File: src/include/pblc_pkg.sv
// Package for the push-button and output-switch controller.
// Assumes a single 100 MHz clock and an APB register port with 32-bit data.
package pblc_pkg;

    // Clock rate used to turn times into cycle counts.
    localparam int unsigned CLK_PERIOD_NS = 10;
    localparam int unsigned CLK_KHZ       = 1_000_000 / CLK_PERIOD_NS;

    // Register byte offsets.
    localparam logic [7:0] OFS_CTRL  = 8'h00;
    localparam logic [7:0] OFS_BTN   = 8'h04;
    localparam logic [7:0] OFS_IRQ   = 8'h08;
    localparam logic [7:0] OFS_MASK  = 8'h0C;
    localparam logic [7:0] OFS_STATE = 8'h10;

    // Control register fields.
    localparam int CTRL_EN_BIT    = 0;
    localparam int CTRL_CODE_LSB  = 1;
    localparam int CODE_W         = 5;
    localparam int CTRL_RAIL_BIT  = 6;
    localparam logic [CODE_W-1:0] CODE_RST = 5'h0A;

    // Push-button register fields.
    localparam int BTN_WAKE_LSB = 0;
    localparam int BTN_HOLD_LSB = 2;
    localparam int BTN_REC_BIT  = 4;
    localparam int BTN_NEED_BIT = 5;
    localparam int BTN_WF1_BIT  = 8;
    localparam int BTN_WF2_BIT  = 9;
    localparam int BTN_RFLT_BIT = 10;

    // Interrupt status and mask bits.
    localparam int IRQ_W        = 2;
    localparam int IRQ_WAKE_BIT = 0;
    localparam int IRQ_RST_BIT  = 1;

    // Output voltage: base plus code times step, and pass-through limit.
    localparam logic [11:0] VOUT_BASE_MV = 12'h320;
    localparam logic [11:0] VOUT_STEP_MV = 12'h064;
    localparam logic [11:0] VOUT_PASS_MV = 12'hCE4;

    // Hold and pulse times in their own units, and derived cycle counts.
    localparam int unsigned WAKE_MS [4] = '{50, 100, 500, 1000};
    localparam int unsigned HOLD_MS [4] = '{4000, 8000, 12000, 16000};
    localparam int unsigned RESET_D_MS   = 400;
    localparam int unsigned INT_PULSE_NS = 128_000;
    localparam int unsigned WAKE_CYC [4] = '{WAKE_MS[0] * CLK_KHZ,
        WAKE_MS[1] * CLK_KHZ, WAKE_MS[2] * CLK_KHZ, WAKE_MS[3] * CLK_KHZ};
    localparam int unsigned HOLD_CYC [4] = '{HOLD_MS[0] * CLK_KHZ,
        HOLD_MS[1] * CLK_KHZ, HOLD_MS[2] * CLK_KHZ, HOLD_MS[3] * CLK_KHZ};
    localparam int unsigned RESET_D_CYC = RESET_D_MS * CLK_KHZ;
    localparam int unsigned INT_CYC =
        (INT_PULSE_NS + CLK_PERIOD_NS - 1) / CLK_PERIOD_NS;

    // Pins arriving from outside the clock domain.
    typedef struct packed {
        logic push_button_n;
        logic output_switch_pin;
        logic battery_present;
        logic input_valid;
        logic charge_enable;
        logic switch_fault;
    } pblc_pins_t;
    localparam pblc_pins_t PINS_RST = 6'h20;

    // Button sequencer states.
    typedef enum logic [1:0] {
        BTN_IDLE  = 2'b00,
        BTN_PRESS = 2'b01,
        BTN_WAKE  = 2'b10,
        BTN_HELD  = 2'b11
    } pblc_btn_t;

endpackage

File: src/design/pblc_top.sv
// Push-button reset sequencer and output-switch control with an APB port.
// Assumes pins are asynchronous to CLK_IN and are synchronised here.
//
// Contract
// - Output pulled down when register enable and pin are both low.
// - Target voltage is 0.8 V plus code times 100 mV.
// - Code above 3.3 V makes the enabled output a pass-through switch.
// - Pin is active high and keeps the switch on unless faulted or in ship mode.
// - Disabled output always turns on the internal pulldown.
// - Button honoured only with battery, or valid input and charging.
// - Wake and reset hold times come from separate select fields.
// - Wake met gives a 128 us interrupt pulse and sets wake flags.
// - Wake and reset flags stay set until button register read.
// - Reset hold met gives a 128 us interrupt pulse and reset low.
// - One reset pulse of set duration per hold, no repeat while held.
// - New reset needs release, then a new press for the hold time.
// - Battery-only reset enters ship or high-impedance per recovery field.
// - Reset with valid input keeps the prior operating state.
// - Disabled system rail comes back when recovering to active modes.
// - A bit selects whether reset also needs a valid input supply.
// - Disabled rail returns only on input connect or reset hold.
//
// The APB interface to the registers and the address map were left to the implementer.
`timescale 1ns/1ns

module pblc_top
    import pblc_pkg::*;
#(
    parameter int unsigned WAKE_CYC_P [4] = pblc_pkg::WAKE_CYC,
    parameter int unsigned HOLD_CYC_P [4] = pblc_pkg::HOLD_CYC,
    parameter int unsigned RESET_D_P      = pblc_pkg::RESET_D_CYC,
    parameter int unsigned INT_CYC_P      = pblc_pkg::INT_CYC
) (
    input  wire logic                      CLK_IN,
    input  wire logic                      NRST_IN,
    input  wire pblc_pkg::pblc_pins_t      PINS_IN,
    input  wire logic                      PSEL_IN,
    input  wire logic                      PENABLE_IN,
    input  wire logic                      PWRITE_IN,
    input  wire logic [7:0]                PADDR_IN,
    input  wire logic [31:0]               PWDATA_IN,
    output logic [31:0]                    PRDATA_OUT,
    output logic                           PREADY_OUT,
    output logic                           PSLVERR_OUT,
    output logic                           SWITCH_ENABLE_OUT,
    output logic                           PASS_THROUGH_OUT,
    output logic                           PULLDOWN_OUT,
    output logic [11:0]                    TARGET_MV_OUT,
    output logic                           HOST_INT_N_OUT,
    output logic                           IRQ_OUT,
    output logic                           RESET_N_OUT,
    output logic                           SYSTEM_RAIL_EN_OUT,
    output logic                           SHIP_MODE_OUT,
    output logic                           HIZ_MODE_OUT
);
    import pblc_pkg::*;

    ////////////////////////////////////////////////////////////////////////
    // Pin synchronisers.

    pblc_pins_t meta_q;
    pblc_pins_t pins_q;

    // Two flops per pin; the first stage feeds only the second.
    genvar gi;
    generate
        for (gi = 0; gi < 6; gi++) begin : g_sync
            always_ff @(posedge CLK_IN) begin
                if (!NRST_IN) begin
                    meta_q[gi] <= PINS_RST[gi];
                    pins_q[gi] <= PINS_RST[gi];
                end else begin
                    meta_q[gi] <= PINS_IN[gi];
                    pins_q[gi] <= meta_q[gi];
                end
            end
        end
    endgenerate

    ////////////////////////////////////////////////////////////////////////
    // APB slave: one wait state, answer in the second access cycle.

    logic                     ready_q;
    logic [31:0]              rdata_q;
    logic                     slverr_q;
    logic                     reg_en_q;
    logic [CODE_W-1:0]        code_q;
    logic [1:0]               wake_sel_q;
    logic [1:0]               hold_sel_q;
    logic                     rec_hiz_q;
    logic                     need_in_q;
    logic                     wf1_q;
    logic                     wf2_q;
    logic                     rflt_q;
    logic [IRQ_W-1:0]         irq_q;
    logic [IRQ_W-1:0]         mask_q;

    wire access    = PSEL_IN & PENABLE_IN;
    wire done      = access & ready_q;
    wire wr_done   = done & PWRITE_IN;
    wire rd_done   = done & ~PWRITE_IN;
    wire hit_ctrl  = PADDR_IN == OFS_CTRL;
    wire hit_btn   = PADDR_IN == OFS_BTN;
    wire hit_irq   = PADDR_IN == OFS_IRQ;
    wire hit_mask  = PADDR_IN == OFS_MASK;
    wire hit_state = PADDR_IN == OFS_STATE;
    wire mapped    = hit_ctrl | hit_btn | hit_irq | hit_mask | hit_state;
    wire wr_ctrl   = wr_done & hit_ctrl;
    wire wr_btn    = wr_done & hit_btn;
    wire wr_irq    = wr_done & hit_irq;
    wire wr_mask   = wr_done & hit_mask;
    wire rd_btn    = rd_done & hit_btn;

    ////////////////////////////////////////////////////////////////////////
    // Output switch decode.

    logic [11:0] target_mv;
    logic        ship_q;
    logic        sw_en;

    // Fault or ship mode overrides both enable sources.
    assign sw_en = (reg_en_q | pins_q.output_switch_pin)
                 & ~pins_q.switch_fault & ~ship_q;
    assign target_mv = VOUT_BASE_MV
                     + 12'(code_q) * VOUT_STEP_MV;
    wire   pass_mode = target_mv > VOUT_PASS_MV;

    ////////////////////////////////////////////////////////////////////////
    // Button sequencer.

    pblc_btn_t   btn_q;
    pblc_btn_t   btn_d;
    logic [31:0] hold_cnt_q;
    logic [31:0] hold_cnt_d;
    logic        wake_evt;
    logic        rst_evt;

    // Button is ignored unless battery or charging input is there.
    wire honour  = pins_q.battery_present
                 | (pins_q.input_valid & pins_q.charge_enable);
    wire pressed = honour & ~pins_q.push_button_n;
    wire [31:0] wake_lim = WAKE_CYC_P[wake_sel_q];
    wire [31:0] hold_lim = HOLD_CYC_P[hold_sel_q];
    wire [31:0] cnt_inc  = hold_cnt_q + 32'h0000_0001;
    wire rst_allow = ~need_in_q | pins_q.input_valid;

    // Holding a press after reset parks in HELD until release.
    always_comb begin
        btn_d      = btn_q;
        hold_cnt_d = hold_cnt_q;
        wake_evt   = 1'b0;
        rst_evt    = 1'b0;
        unique case (btn_q)
            BTN_IDLE: begin
                hold_cnt_d = 32'h0000_0000;
                if (pressed) begin
                    btn_d = BTN_PRESS;
                end
            end
            BTN_PRESS: begin
                hold_cnt_d = cnt_inc;
                if (!pressed) begin
                    btn_d = BTN_IDLE;
                end else if (cnt_inc >= wake_lim) begin
                    btn_d    = BTN_WAKE;
                    wake_evt = 1'b1;
                end
            end
            BTN_WAKE: begin
                hold_cnt_d = cnt_inc;
                if (!pressed) begin
                    btn_d = BTN_IDLE;
                end else if (cnt_inc >= hold_lim && rst_allow) begin
                    btn_d   = BTN_HELD;
                    rst_evt = 1'b1;
                end
            end
            BTN_HELD: begin
                if (pins_q.push_button_n) begin
                    btn_d = BTN_IDLE;
                end
            end
        endcase
    end

    always_ff @(posedge CLK_IN) begin
        if (!NRST_IN) begin
            btn_q      <= BTN_IDLE;
            hold_cnt_q <= 32'h0000_0000;
        end else begin
            btn_q      <= btn_d;
            hold_cnt_q <= hold_cnt_d;
        end
    end

    ////////////////////////////////////////////////////////////////////////
    // Interrupt pulse and reset pulse timers.

    logic [31:0] int_cnt_q;
    logic [31:0] rst_cnt_q;

    // A new event restarts the pulse rather than stretching it.
    always_ff @(posedge CLK_IN) begin
        if (!NRST_IN) begin
            int_cnt_q <= 32'h0000_0000;
            rst_cnt_q <= 32'h0000_0000;
        end else begin
            if (wake_evt || rst_evt) begin
                int_cnt_q <= INT_CYC_P;
            end else if (int_cnt_q != 32'h0000_0000) begin
                int_cnt_q <= int_cnt_q - 32'h0000_0001;
            end
            if (rst_evt) begin
                rst_cnt_q <= RESET_D_P;
            end else if (rst_cnt_q != 32'h0000_0000) begin
                rst_cnt_q <= rst_cnt_q - 32'h0000_0001;
            end
        end
    end

    ////////////////////////////////////////////////////////////////////////
    // Recovery and system rail.

    logic rail_q;
    logic hiz_q;
    logic vin_prev_q;

    wire vin_rise = pins_q.input_valid & ~vin_prev_q;
    wire bat_only = ~pins_q.input_valid;

    // With input present ship clears and the rail turns back on; the hiz state is kept.
    always_ff @(posedge CLK_IN) begin
        if (!NRST_IN) begin
            rail_q     <= 1'b1;
            ship_q     <= 1'b0;
            hiz_q      <= 1'b0;
            vin_prev_q <= 1'b0;
        end else begin
            vin_prev_q <= pins_q.input_valid;
            if (rst_evt && bat_only) begin
                ship_q <= ~rec_hiz_q;
                hiz_q  <= rec_hiz_q;
                rail_q <= rec_hiz_q;
            end else if (rst_evt || vin_rise) begin
                ship_q <= 1'b0;
                rail_q <= 1'b1;
            end else if (wr_ctrl && !PWDATA_IN[CTRL_RAIL_BIT]) begin
                rail_q <= 1'b0;
            end
        end
    end

    ////////////////////////////////////////////////////////////////////////
    // Registers.

    // Hardware set wins over a clearing read or write in the same cycle.
    always_ff @(posedge CLK_IN) begin
        if (!NRST_IN) begin
            reg_en_q   <= 1'b0;
            code_q     <= CODE_RST;
            wake_sel_q <= 2'h0;
            hold_sel_q <= 2'h0;
            rec_hiz_q  <= 1'b0;
            need_in_q  <= 1'b0;
            wf1_q      <= 1'b0;
            wf2_q      <= 1'b0;
            rflt_q     <= 1'b0;
            irq_q      <= '0;
            mask_q     <= '0;
        end else begin
            if (wr_ctrl) begin
                reg_en_q <= PWDATA_IN[CTRL_EN_BIT];
                code_q   <= PWDATA_IN[CTRL_CODE_LSB +: CODE_W];
            end
            if (wr_btn) begin
                wake_sel_q <= PWDATA_IN[BTN_WAKE_LSB +: 2];
                hold_sel_q <= PWDATA_IN[BTN_HOLD_LSB +: 2];
                rec_hiz_q  <= PWDATA_IN[BTN_REC_BIT];
                need_in_q  <= PWDATA_IN[BTN_NEED_BIT];
            end
            wf1_q  <= wake_evt | (wf1_q & ~rd_btn);
            wf2_q  <= (wake_evt & wf1_q) | (wf2_q & ~rd_btn);
            rflt_q <= rst_evt | (rflt_q & ~rd_btn);
            irq_q  <= {rst_evt, wake_evt}
                    | (irq_q & ~({IRQ_W{wr_irq}} & PWDATA_IN[IRQ_W-1:0]));
            if (wr_mask) begin
                mask_q <= PWDATA_IN[IRQ_W-1:0];
            end
        end
    end

    ////////////////////////////////////////////////////////////////////////
    // Read data multiplexer.

    logic [31:0] rd_mux;
    always_comb begin
        rd_mux = 32'h0000_0000;
        if (hit_ctrl) begin
            rd_mux[CTRL_EN_BIT]               = reg_en_q;
            rd_mux[CTRL_CODE_LSB +: CODE_W]   = code_q;
            rd_mux[CTRL_RAIL_BIT]             = rail_q;
        end else if (hit_btn) begin
            rd_mux[BTN_WAKE_LSB +: 2] = wake_sel_q;
            rd_mux[BTN_HOLD_LSB +: 2] = hold_sel_q;
            rd_mux[BTN_REC_BIT]       = rec_hiz_q;
            rd_mux[BTN_NEED_BIT]      = need_in_q;
            rd_mux[BTN_WF1_BIT]       = wf1_q;
            rd_mux[BTN_WF2_BIT]       = wf2_q;
            rd_mux[BTN_RFLT_BIT]      = rflt_q;
        end else if (hit_irq) begin
            rd_mux[IRQ_W-1:0] = irq_q;
        end else if (hit_mask) begin
            rd_mux[IRQ_W-1:0] = mask_q;
        end else if (hit_state) begin
            rd_mux[8:0] = {rst_cnt_q != 32'h0000_0000, btn_q, hiz_q,
                           ship_q, rail_q, ~sw_en, sw_en & pass_mode,
                           sw_en};
        end
    end

    // Data and error are captured as ready rises and held with it.
    always_ff @(posedge CLK_IN) begin
        if (!NRST_IN) begin
            ready_q  <= 1'b0;
            rdata_q  <= 32'h0000_0000;
            slverr_q <= 1'b0;
        end else begin
            ready_q <= access & ~ready_q;
            if (access && !ready_q) begin
                rdata_q  <= PWRITE_IN ? 32'h0000_0000 : rd_mux;
                slverr_q <= ~mapped;
            end
        end
    end

    ////////////////////////////////////////////////////////////////////////
    // Output flops.

    always_ff @(posedge CLK_IN) begin
        if (!NRST_IN) begin
            SWITCH_ENABLE_OUT  <= 1'b0;
            PASS_THROUGH_OUT   <= 1'b0;
            PULLDOWN_OUT       <= 1'b1;
            TARGET_MV_OUT      <= 12'h000;
            HOST_INT_N_OUT     <= 1'b1;
            IRQ_OUT            <= 1'b0;
            RESET_N_OUT        <= 1'b1;
            SYSTEM_RAIL_EN_OUT <= 1'b1;
            SHIP_MODE_OUT      <= 1'b0;
            HIZ_MODE_OUT       <= 1'b0;
        end else begin
            SWITCH_ENABLE_OUT  <= sw_en;
            PASS_THROUGH_OUT   <= sw_en & pass_mode;
            PULLDOWN_OUT       <= ~sw_en;
            TARGET_MV_OUT      <= target_mv;
            HOST_INT_N_OUT     <= int_cnt_q == 32'h0000_0000;
            IRQ_OUT            <= |(irq_q & mask_q);
            RESET_N_OUT        <= rst_cnt_q == 32'h0000_0000;
            SYSTEM_RAIL_EN_OUT <= rail_q;
            SHIP_MODE_OUT      <= ship_q;
            HIZ_MODE_OUT       <= hiz_q;
        end
    end

    assign PRDATA_OUT  = rdata_q;
    assign PREADY_OUT  = ready_q;
    assign PSLVERR_OUT = slverr_q;

endmodule

File: config.mk
export PLATFORM = sky130hd
export DESIGN_NAME = pblc_top
export DESIGN_NICKNAME = d
export VERILOG_FILES = /design/src/include/pblc_pkg.sv /design/src/design/pblc_top.sv
export SDC_FILE = /design/constraint.sdc
export NUM_CORES = 1
export LEC_CHECK = 0
export BUFFER_PORTS_ARGS = -buffer_cell sky130_fd_sc_hd__buf_2
export CORE_ASPECT_RATIO = 0.9
export CORE_MARGIN = 1.5
export CORE_UTILIZATION = 60
export CTS_BUF_LIST = sky130_fd_sc_hd__clkbuf_8
export CTS_CLUSTER_DIAMETER = 50
export DETAILED_ROUTE_END_ITERATION = 12
export GPL_TIMING_DRIVEN = 0
export PLACE_DENSITY = 0.82
export SYNTH_ARGS = -nofsm -noshare
export SYNTH_HDL_FRONTEND = slang
export SYNTH_SLANG_ARGS = --single-unit
File: constraint.sdc
create_clock -name CLK_IN -period 4.2 [get_ports CLK_IN]
set_clock_uncertainty 0.2 [all_clocks]
set_input_delay 0.42 -clock CLK_IN [delete_from_list [all_inputs] [get_ports CLK_IN]]
set_output_delay 0.42 -clock CLK_IN [all_outputs]
set_load 0.02 [all_outputs]
; Word-level counts from Yosys, hierarchy flattened
; Index checks and enable logic that the tools add are counted.
[totals]
wordCells = 182
rom_bits = 0
output_inout_bits = 55
inputBits = 51
ram_bits = 0
mem_count = 0
latch_bits = 0
register_bits = 188
[classes]
n_addsub = 4
n_eq_ne = 11
bitwise = 50
multipliers = 1
n_reduce_logical = 24
magnitude_cmp = 5
muxes = 41
n_div = 0
shift = 0
[ops]
columns = operator, n
row1 = 32-bit binary-select mux with 2-bit select, 2
row2 = 32-bit 2-to-1 mux, 4
row3 = 32-bit greater-or-equal comparator, 2
row4 = 32-bit zero test, 2
row5 = 32-bit case mux with 2 select lines, 1
row6 = 32-bit nonzero test, 2
row7 = "32-bit by 1-bit subtractor with 32-bit output, second input constant", 2
row8 = 26-bit 2-to-1 mux, 2
row9 = "32-bit by 1-bit adder with 32-bit output, second input constant", 1
row10 = 14-bit 2-to-1 mux, 2
row11 = 7-bit 2-to-1 mux, 3
row12 = 1-bit bitwise AND, 20
row13 = 2-bit 2-to-1 mux, 10
row14 = "8-bit by 4-bit equality test with 1-bit output, second input constant", 2
row15 = 1-bit NOT, 13
row16 = "10-bit by 12-bit adder with 12-bit output, first input constant", 1
row17 = "12-bit > comparator, second input constant", 1
row18 = 1-bit 2-to-1 mux, 12
row19 = 11-bit 2-to-1 mux, 1
row20 = "5-bit by 5-bit multiplier with 10-bit output, second input constant", 1
row21 = 1-bit bitwise OR, 10
row22 = 9-bit 2-to-1 mux, 1
row23 = "8-bit by 3-bit equality test with 1-bit output, second input constant", 1
row24 = "8-bit by 5-bit equality test with 1-bit output, second input constant", 1
row25 = 21 further kinds, 39

; Longest topological paths before layout
; Gate-level depths: netlist of the first run.
[logic_depth]
depth_word = 12
depth_mapped = 18
depth_no_buf = 14

; Worst setup path after synthesis of the first run
; Ideal clock, no wire load.
[synth_timing]
kind = flip-flop to flip-flop
start = register hold_cnt_q[0]
end = register int_cnt_q[14]
setup_slack_ns = 0.352
path_buffers = 4
synth_period_minus_slack_ns = 3.848
stages_incl_launch_ff = 18
arrival_time_ns = 3.584
setup_ns = 0.064
required_time_ns = 3.936
path_cell_list = dfxtp_1 > ha_1 > and4_1 > buf_2 > and4_1 > clkbuf_1 > nand4_1 > xnor2_1 > ha_1 > and4_1 > a21oi_1 > nand2_1 > or3_1 > o211ai_4 > nand3_1 > buf_2 > buf_4 > nor2_1
[synth_via]
elab_chain_cells = 8
word_cells_on_any_way = 12
classes_between = add/sub (1) / order compare (2) / mux (6) / reduce/logical (3)
[synth_lines]
columns = item, line
row1 = start: declaration, pblc_top.sv:133  ; logic [31:0] hold_cnt_q;
row2 = start signal: assignment, pblc_top.sv:192  ; hold_cnt_q <= hold_cnt_d;
row3 = 32-bit by 1-bit adder with 32-bit output *, pblc_top.sv:144  ; wire [31:0] cnt_inc = hold_cnt_q + 32'h0000_0001;
row4 = 32-bit greater-or-equal comparator, pblc_top.sv:173  ; end else if (cnt_inc >= hold_lim && rst_allow) begin
row5 = 1-bit logical AND, pblc_top.sv:173
row6 = 1-bit 2-to-1 mux, pblc_top.sv:173
row7 = 1-bit 2-to-1 mux, pblc_top.sv:171  ; if (!pressed) begin
row8 = 1-bit 2-to-1 mux, pblc_top.sv:153  ; unique case (btn_q)
row9 = 1-bit logical OR *, pblc_top.sv:208  ; if (wake_evt || rst_evt) begin
row10 = 2-bit OR reduction (no line) *, --
row11 = end signal: assignment, pblc_top.sv:211  ; int_cnt_q <= int_cnt_q - 32'h0000_0001;
row12 = end: declaration, pblc_top.sv:199  ; logic [31:0] int_cnt_q;
; Mark *: on every way between the ends. The rest lies on a longest branch, timed or not.
; A chain may end at the register's enable or synchronous reset.

; Final worst setup path of the first run
[layout_timing]
start = register hold_cnt_q[0]
end = register int_cnt_q[10]
; Same word-level chain as after synthesis.

==> flow_metrics.tcl, run 1 <==
set metrics [dict create \
    regArea_um2 3320 \
    hpwl_mm 15.9 \
    power.total_w 0.00522 \
    synth_seq_area_share 0.360 \
    cts_tree "built" \
    grt_max_degree 17 \
    netlist_instances 1099 \
    die_h_um 120 \
    cts.clk_slew.worst_paths_ns 0.10 \
    worstSetupStartpoint "hold_cnt_q[0]" \
    status "finished, final reports clean" \
    cts-root-buf "clkbuf_8" \
    cp-endpoint "int_cnt_q[10]" \
    finalNetCount 1335 \
    synthMostInstantiatedCell "dfxtp_1" \
    numClockSinks 165 \
    tns_ns 0 \
    finalHoldViolations 0 \
    syn2layout_area_growth_pct 14.4 \
    whs_path_depth 3 \
    syn_area_um2 9180 \
    ys_top_cells_by_count "dfxtp_1, nor2_1, nand2_1" \
    wl_per_cell_um 16.0 \
    synthTopCellsByArea "dfxtp_1, ha_1, nor2_1, xnor2_1, a21oi_1" \
    initial_core_util 0.619 \
    antenna_found_initial 0 \
    fmax_mhz 247 \
    cts_buffers 17 \
    vias_per_cell 5.78 \
    drv_cap 0 \
    gp_congestion 0.926 \
    tightest_slew_ns 0.941 \
    path_class "reg2reg" \
    crit_fanout 10 \
    std_cell_rows 42 \
    antenna_cells 0 \
    synth_top_area_frac 0.360 \
    die_x_um 133 \
    synth-seq-cells 165 \
    leakagePower_nw 4.44 \
    arrival_ns 4.26 \
    grt_pass1_wl_mm 36.9 \
    ys.flop_type "dfxtp_1" \
    die-area_um2 16000 \
    endpoint_kind "flop" \
    nFillCells 1145 \
    htree_levels 4 \
    core-area_um2 14800 \
    min_period_over_period 0.964 \
    vias 8212 \
    rr_endpoint "int_cnt_q[10]" \
    slew_viol_final 0 \
    hold_path_class "in2reg" \
    ir_drop_v 0.000515 \
    io_pins 106 \
    synth-edff-count 0 \
    ys_types 72 \
    reg2reg_depth 17 \
    setup_viol 0 \
    r2r_slack_ns 0.15 \
    min-delay-start "PWDATA_IN[2]" \
    grt_usage 0.286 \
    ys_warn_count 0 \
    drt_wl_total_mm 22.7 \
    multi_input_area_um2 5540 \
    grt_pass1_vias 7682 \
    antenna_left 0 \
    synth.avg_cell_area_um2 8.35 \
    critPathLaunchType "flop" \
    cp.required_ns 4.41 \
    firstDrtPassIters 6 \
    insertion_delay_ns 0.48 \
    grt_remaining_overflow 0 \
    r2r_start "hold_cnt_q[0]" \
    power_density_nw_per_um2 497 \
    maxSlewHeadroom 0.368 \
    drive_above_1_share 0.150 \
    synth_top_cell_by_area "dfxtp_1" \
    clockBufferDepth 2 \
    drt_iter0_markers 693 \
    drcViolationCount 0 \
    period_needed_ns 4.05 \
    portBuffers 55 \
    async_flop_share 0 \
]
[repair_timing]
| action | 4_1_cts | 5_1_grt |
|---|---|---|
| endpoints found under the hold margin | 10 | 0 |
| pin swaps | 5 | 8 |
| hold buffers | 9 | 0 |
| resized for setup | 14 | 24 |
| setup endpoints to repair | 71 | 71 |
| buffers inserted | 6 | 7 |
[cell usage in the layout (no fill, tap or decap), types with 10 or more instances in the layout]
cell type,instances
buf_4,39
xnor2_1,56
buf_2,65
dfxtp_1,159
clkbuf_8,19
a21oi_1,80
nor3_1,35
nor2b_1,10
nor4_1,19
and2_1,19
nand2b_1,10
nor2_1,143
ha_1,72
nand3_1,38
o21ai_0,27
inv_1,35
conb_1,23
nand4_1,20
a22oi_1,26
a21o_1,13
or3_1,11
clkbuf_1,34
nand2_1,83
xor2_1,26
[state kept, by name, indices dropped and copies added (netlist names), 2 cells and up]
signal and cells:
btn_q 2, pins_q 6, irq_q 2, meta_q 6, TARGET_MV_OUT 10, wake_sel_q 2
rst_cnt_q 32, hold_sel_q 2, code_q 5, int_cnt_q 32, hold_cnt_q 32, PRDATA_OUT 11
mask_q 2
[layout make-up]
class	count	share of cell area
multi-input cells	842	0.528
inverters	35	0.0125
repair buffers	77	0.0441
well taps	198	0.0236
plain buffers	72	0.0371
clock buffers	19	0.0249
flip-flops and latches	165	0.316
clock inverters	13	0.0137
[how the worst min path moves through the flow]
stage,end,slack [ns]
floorplan,pins_q[5],0.19
global placement,pins_q[5],0.21
detailed placement,pins_q[5],0.20
CTS,hold_sel_q[0],0.001
global route,code_q[2],0.02
finish,hold_sel_q[0],0.02
[worst max-delay path: stages, from the launching register on]
cell and delay, ns:
dfxtp_4 0.41, ha_4 0.17, and4_1 0.20, buf_4 0.17, and4_4 0.29, nand4_1 0.21
xnor2_2 0.23, buf_4 0.14, ha_1 0.27, and4_1 0.22, a21oi_1 0.15, nand2_1 0.09
or3_4 0.37, o211ai_4 0.23, nand3_1 0.13, buf_4 0.21, buf_4 0.18, nor2_1 0.10
[per-layer routing]
| metal | up-vias | routed length, um | global-route usage | share of wire |
|---|---|---|---|---|
| met5 | - | 0 | 0 | 0 |
| met4 | 0 | 510 | 0.109 | 0.022 |
| li1 | 4040 | - | - | - |
| met1 | 3834 | 10300 | 0.376 | 0.45 |
| met3 | 49 | 1360 | 0.0528 | 0.060 |
| met2 | 289 | 10500 | 0.470 | 0.47 |
[metrics by stage]
stage	hold slack, ns	cells	util	cell area, um^2	setup slack [ns]
finish	0.0217	1421	0.708	10500	0.152
CTS	0.00108	1419	0.700	10400	0.000876
global placement	0.205	1374	0.660	9780	-0.565
floorplan	0.186	1121	-	9260	0.352
global route	0.0228	1421	0.708	10500	-0.0475
detailed placement	0.204	1374	0.660	9780	-0.579
[logic make-up (layout without fill, tap and decap cells)]
family,after synthesis,after routing,synth area share
simple gates,454,454,0.248
compound gates,199,199,0.140
flops,165,165,0.360
buf+inv,114,216,0.0589
xor+xnor,87,87,0.0839
fa+ha+maj,74,74,0.102
mux,5,5,0.00695
other cells,1,23,0.000409
[where the power goes]
group | internal, W | switching (W) | total, W
Combinational | 0.000877 | 0.00104 | 0.00192
Sequential | 0.00185 | 0.000266 | 0.00212
Clock | 0.000522 | 0.000660 | 0.00118
(Power assumes the default switching activity.)
==> run 2, diff against run 1 <==
- BUFFER_PORTS_ARGS: -buffer_cell sky130_fd_sc_hd__buf_2 -> unset
- DONT_BUFFER_PORTS: unset -> 1
- PLACE_DENSITY: 0.82 -> 0.76
==> flow_metrics.tcl, run 2 (synthesized netlist as in run 1, its figures left out) <==
set metrics [dict create \
    drcViolationCount 0 \
    crit_fanout 10 \
    die_h_um 120 \
    antenna_found_initial 0 \
    grt_remaining_overflow 0 \
    power.share.sequential 0.413 \
    period_needed_ns 4.06 \
    power.switching_w 0.00195 \
    layout.cells.most_common "dfxtp_1" \
    power_density_nw_per_um2 501 \
    hold_path_class "in2reg" \
    antenna_cells 0 \
    slew_viol_final 0 \
    clockBufferDepth 2 \
    reg.largest.list "hold_cnt_q: 32 flops, int_cnt_q: 32 flops, rst_cnt_q: 32 flops" \
    maxSlewHeadroom 0.377 \
    leakagePower_nw 4.22 \
    finish.utilization 0.693 \
    grt_pass1_wl_mm 36.8 \
    drv_cap 0 \
    grt_max_degree 17 \
    slowest_stage "nor4_4" \
    status "finished, final reports clean" \
    drt_wl_total_mm 22.5 \
    io_pins 106 \
    ir_drop_v 0.000471 \
    endpoint_kind "flop" \
    cp_common_cell "buf_4" \
    cts.clk_slew.worst_paths_ns 0.09 \
    arrival_ns 4.27 \
    wl_per_cell_um 16.5 \
    initial_core_util 0.619 \
    path_class "reg2reg" \
    mostFrequentLayoutCells "dfxtp_1, nor2_1, nand2_1" \
    fmax_mhz 247 \
    critPathLaunchType "flop" \
    internal_power_w 0.00320 \
    vias 8042 \
    core-area_um2 14800 \
    setup_viol 0 \
    swShare 0.378 \
    portBuffers 0 \
    cts-root-buf "clkbuf_8" \
    min_period_over_period 0.966 \
    die_x_um 133 \
    std_cell_rows 42 \
    firstDrtPassIters 5 \
    finalHoldViolations 0 \
    power_frac_comb 0.369 \
    vias_per_cell 5.87 \
    numClockSinks 165 \
    final_area_um2 10300 \
    clkPwrFrac 0.218 \
    cts_buffers 17 \
    antenna_left 0 \
    cts_tree "built" \
    syn2layout_area_growth_pct 11.9 \
    worstPathCellList "buf_2 -> nand4_1 -> nor4_4 -> buf_4 -> nand4_1 -> xnor2_2 -> ha_1 -> a21o_1 -> a21oi_1 -> o21ai_0 -> a31oi_1 -> a31oi_4 -> o211ai_4 -> nand3_1 -> buf_4 -> buf_4 -> nor2_1" \
    hpwl_mm 16.1 \
    tightest_slew_ns 0.927 \
    drive_above_1_share 0.108 \
    grt_usage 0.286 \
    drt_iter0_markers 575 \
    dpl-instance-area_um2 9510 \
    gp_congestion 0.902 \
    cp.required_ns 4.41 \
    htree_levels 4 \
    slowest_delay_ns 0.43 \
    die-area_um2 16000 \
    finalNetCount 1284 \
    insertion_delay_ns 0.48 \
    grt_pass1_vias 7472 \
]
[run 2: cell count changes in the layout (fill, tap and decap cells not counted), moves of 2 or more]
cell | before | now
clkinv_4 | 4 | 2
dfxtp_2 | 4 | 1
clkinvlp_4 | 1 | 3
nor3_2 | 2 | 0
buf_2 | 65 | 10
inv_8 | 3 | 1
inv_6 | 2 | 5
dlygate4sd3_1 | 9 | 13
clkbuf_8 | 19 | 17
dfxtp_1 | 159 | 162
xnor2_2 | 2 | 5
buf_4 | 39 | 37
xnor2_1 | 56 | 53
[run 2: layout make-up]
class / count / area, um^2
multi-input cells: 842 / 5580
fillers: 1252 / 4550
flip-flops and latches: 165 / 3310
plain buffers: 73 / 394
well taps: 198 / 248
clock buffers: 17 / 234
repair buffers: 25 / 220
clock inverters: 14 / 146
inverters: 35 / 131
[run 2: power by group through the flow]
| stage | clock network (W) | logic [W] | registers (W) |
|---|---|---|---|
| 2_1_floorplan | 0 | 0.00158 | 0.00210 |
| 3_3_place_gp | 0 | 0.00182 | 0.00215 |
| 3_5_place_dp | 0 | 0.00187 | 0.00216 |
| 4_1_cts | 0.00114 | 0.00190 | 0.00213 |
| 5_1_grt | 0.00120 | 0.00215 | 0.00217 |
| 6_report | 0.00112 | 0.00190 | 0.00213 |
[run 2: metal layers]
| metal | vias up | GRT usage | part of all wire |
|---|---|---|---|
| met3 | 38 | 0.0679 | 0.089 |
| met1 | 3736 | 0.378 | 0.44 |
| met2 | 324 | 0.460 | 0.45 |
| met4 | 0 | 0.0951 | 0.019 |
| met5 | - | 0 | 0 |
| li1 | 3944 | - | - |
[run 2: worst max-delay path, delay by kind of cell (launching register included)]
family	cells	cell delay, ns
XOR/XNOR	1	0.29
AND/OR/NAND/NOR	5	1.03
flip-flops	1	0.33
AO/OA/AOI/OAI	6	1.05
adder cells (fa/ha/maj)	1	0.30
buffers and inverters	4	0.77
[run 2: repair_timing]
item	in CTS	in global routing
buffers inserted	5	7
endpoints found under the setup margin	71	71
gates resized for setup	14	26
pin swaps	4	7
hold endpoints to repair	22	0
hold buffers	13	0
[run 2: worst paths after layout]
path | startpoint | to | slack [ns] | depth (start not counted)
max | hold_cnt_q[6] | int_cnt_q[7] | 0.14 | 17
min | PWDATA_IN[1] | irq_q[1] | 0.02 | 3
max reg2reg | hold_cnt_q[6] | int_cnt_q[7] | 0.14 | 17
min reg2reg | meta_q[5] | pins_q[5] | 0.22 | 1
[run 2: metrics by stage]
stage / power [W] / hold slack [ns] / worst slack, ns / TNS [ns] / cells
3_3_place_gp: 0.00397 / 0.195 / -0.512 / -25.18 / 1319
4_1_cts: 0.00516 / 0.00584 / 0.00480 / 0 / 1366
6_report: 0.00515 / 0.0248 / 0.145 / 0 / 1369
5_1_grt: 0.00553 / 0.0328 / -0.0542 / -0.326 / 1369
2_1_floorplan: 0.00368 / 0.186 / 0.352 / 0 / 1121
3_5_place_dp: 0.00403 / 0.208 / -0.531 / -26.82 / 1319
==> run 3, diff against run 2 <==
- PLACE_DENSITY: 0.76 -> 0.79
- clock period: 4.2 -> 3.5 ns (I/O delays scaled with it)
==> flow_metrics.tcl, run 3 (synthesized netlist as in run 1, its figures left out) <==
set metrics [dict create \
    grt.busiest_layer "met2" \
    setup_viol 74 \
    die_h_um 120 \
    firstDrtPassIters 6 \
    io_pins 106 \
    vias_per_cell 6.01 \
    cts_tree "built" \
    wl_per_cell_um 18.3 \
    grt_use_met2 0.482 \
    rsz0062_at_grt "true" \
    htree_levels 4 \
    syn2layout_area_growth_pct 22.4 \
    critPathLaunchType "flop" \
    cts.clk_slew.worst_paths_ns 0.10 \
    cp.required_ns 3.74 \
    hold_path_class "in2reg" \
    cts_buffers 17 \
    maxSlewHeadroom 0.412 \
    reg2reg_depth 17 \
    portBuffers 0 \
    cts-root-buf "clkbuf_8" \
    finalHoldViolations 0 \
    gp_congestion 0.919 \
    period_needed_ns 3.93 \
    tightest_slew_ns 0.875 \
    std_cell_rows 42 \
    r2r_start "hold_cnt_q[0]" \
    min_period_over_period 1.12 \
    grt_use_met1 0.391 \
    min_to "wf1_q" \
    grt_remaining_overflow 0 \
    rr_endpoint "int_cnt_q[11]" \
    crit_fanout 6 \
    mostFrequentLayoutCells "dfxtp_1, nor2_1, nand2_1" \
    grt_pass1_vias 7892 \
    grt_pass1_wl_mm 38.6 \
    nFillCells 1061 \
    status "finished with violations" \
    die-area_um2 16000 \
    grt_use_met3 0.0742 \
    grt_usage 0.302 \
    fmax_mhz 254 \
    hpwl_mm 15.9 \
    antenna_cells 0 \
    core-area_um2 14800 \
    numClockSinks 165 \
    tns_ns -23.91 \
    endpoint_kind "flop" \
    violations "setup timing" \
    insertion_delay_ns 0.50 \
    drive_above_1_share 0.214 \
    slew_viol_final 0 \
    drcViolationCount 0 \
    vias 8541 \
    layout.cells.most_common "dfxtp_1" \
    drt_wl_total_mm 26.0 \
    die_x_um 133 \
    leakagePower_nw 4.65 \
    grt_max_degree 19 \
    arrival_ns 4.17 \
    initial_core_util 0.619 \
    reg.largest.list "hold_cnt_q: 32 flops, int_cnt_q: 32 flops, rst_cnt_q: 32 flops" \
    power.total_w 0.00656 \
    r2r_slack_ns -0.43 \
    drv_cap 0 \
    power_density_nw_per_um2 584 \
    ir_drop_v 0.000638 \
    worstSetupStartpoint "hold_cnt_q[0]" \
    antenna_found_initial 0 \
    antenna_left 0 \
    finalNetCount 1334 \
    setup_ws_ns -0.430 \
    clockBufferDepth 2 \
    min-delay-start "PWRITE_IN" \
    path_class "reg2reg" \
    whs_path_depth 4 \
    drt_iter0_markers 754 \
]
## run 3: power by group
group          switching, W  internal, W  leakage [nW]
Combinational       0.00137      0.00111          3.08
Clock              0.000848     0.000679         0.219
Sequential         0.000340      0.00222          1.35
## run 3: cell type report
type | instances | area [um^2] | share of cell area
multi-input cells | 842 | 5930 | 0.528
flip-flops and latches | 165 | 3340 | 0.298
repair buffers | 76 | 666 | 0.0592
plain buffers | 72 | 467 | 0.0415
well taps | 198 | 248 | 0.0220
clock buffers | 17 | 234 | 0.0208
clock inverters | 15 | 215 | 0.0192
inverters | 35 | 131 | 0.0117
## run 3: how the worst max path moves through the flow
stage / end / slack [ns]
final: int_cnt_q[11] / -0.43
after global routing: int_cnt_q[13] / -0.59
after CTS: int_cnt_q[11] / -0.24
after detailed placement: rflt_q / -0.88
after global placement: irq_q[1] / -0.74
after floorplan: btn_q[0] / 0.009
## run 3: worst max-delay path: stages, from the launching register on
cell and delay, ns:
dfxtp_4 0.39, ha_4 0.14, and4_1 0.19, buf_6 0.13, and4_1 0.21, clkbuf_8 0.14, buf_4 0.10, nand3_1 0.16
xnor2_2 0.25, ha_2 0.21, or2_2 0.29, a311o_1 0.27, o211a_1 0.30, o211ai_4 0.31, nand3_2 0.16, buf_6 0.19
clkbuf_16 0.15, nor2_2 0.09
## run 3: per-stage QoR
stage | hold slack [ns] | util | worst slack (ns) | cells | instance area [um^2]
after CTS | 0.0206 | 0.730 | -0.241 | 1401 | 10800
after floorplan | 0.186 | - | 0.00886 | 1121 | 9370
after global placement | 0.197 | 0.649 | -0.743 | 1319 | 9620
after detailed placement | 0.191 | 0.649 | -0.883 | 1319 | 9620
after global routing | 0.0403 | 0.758 | -0.587 | 1420 | 11200
final | 0.0395 | 0.758 | -0.430 | 1420 | 11200
## run 3: repair_timing
item                       in CTS  in global routing
setup buffers                  37                 22
resized for setup              88                 66
hold endpoints to repair       24                  0
hold buffers                   14                  0
setup endpoints to repair      75                 75
gates cloned                    2                  1
pin swaps                      54                 44
## run 3: metal layers
metal / vias up / wire, um
li1: 4044 / -
met1: 4040 / 10800
met2: 384 / 12300
met3: 73 / 2090
met4: 0 / 805
met5: - / 0
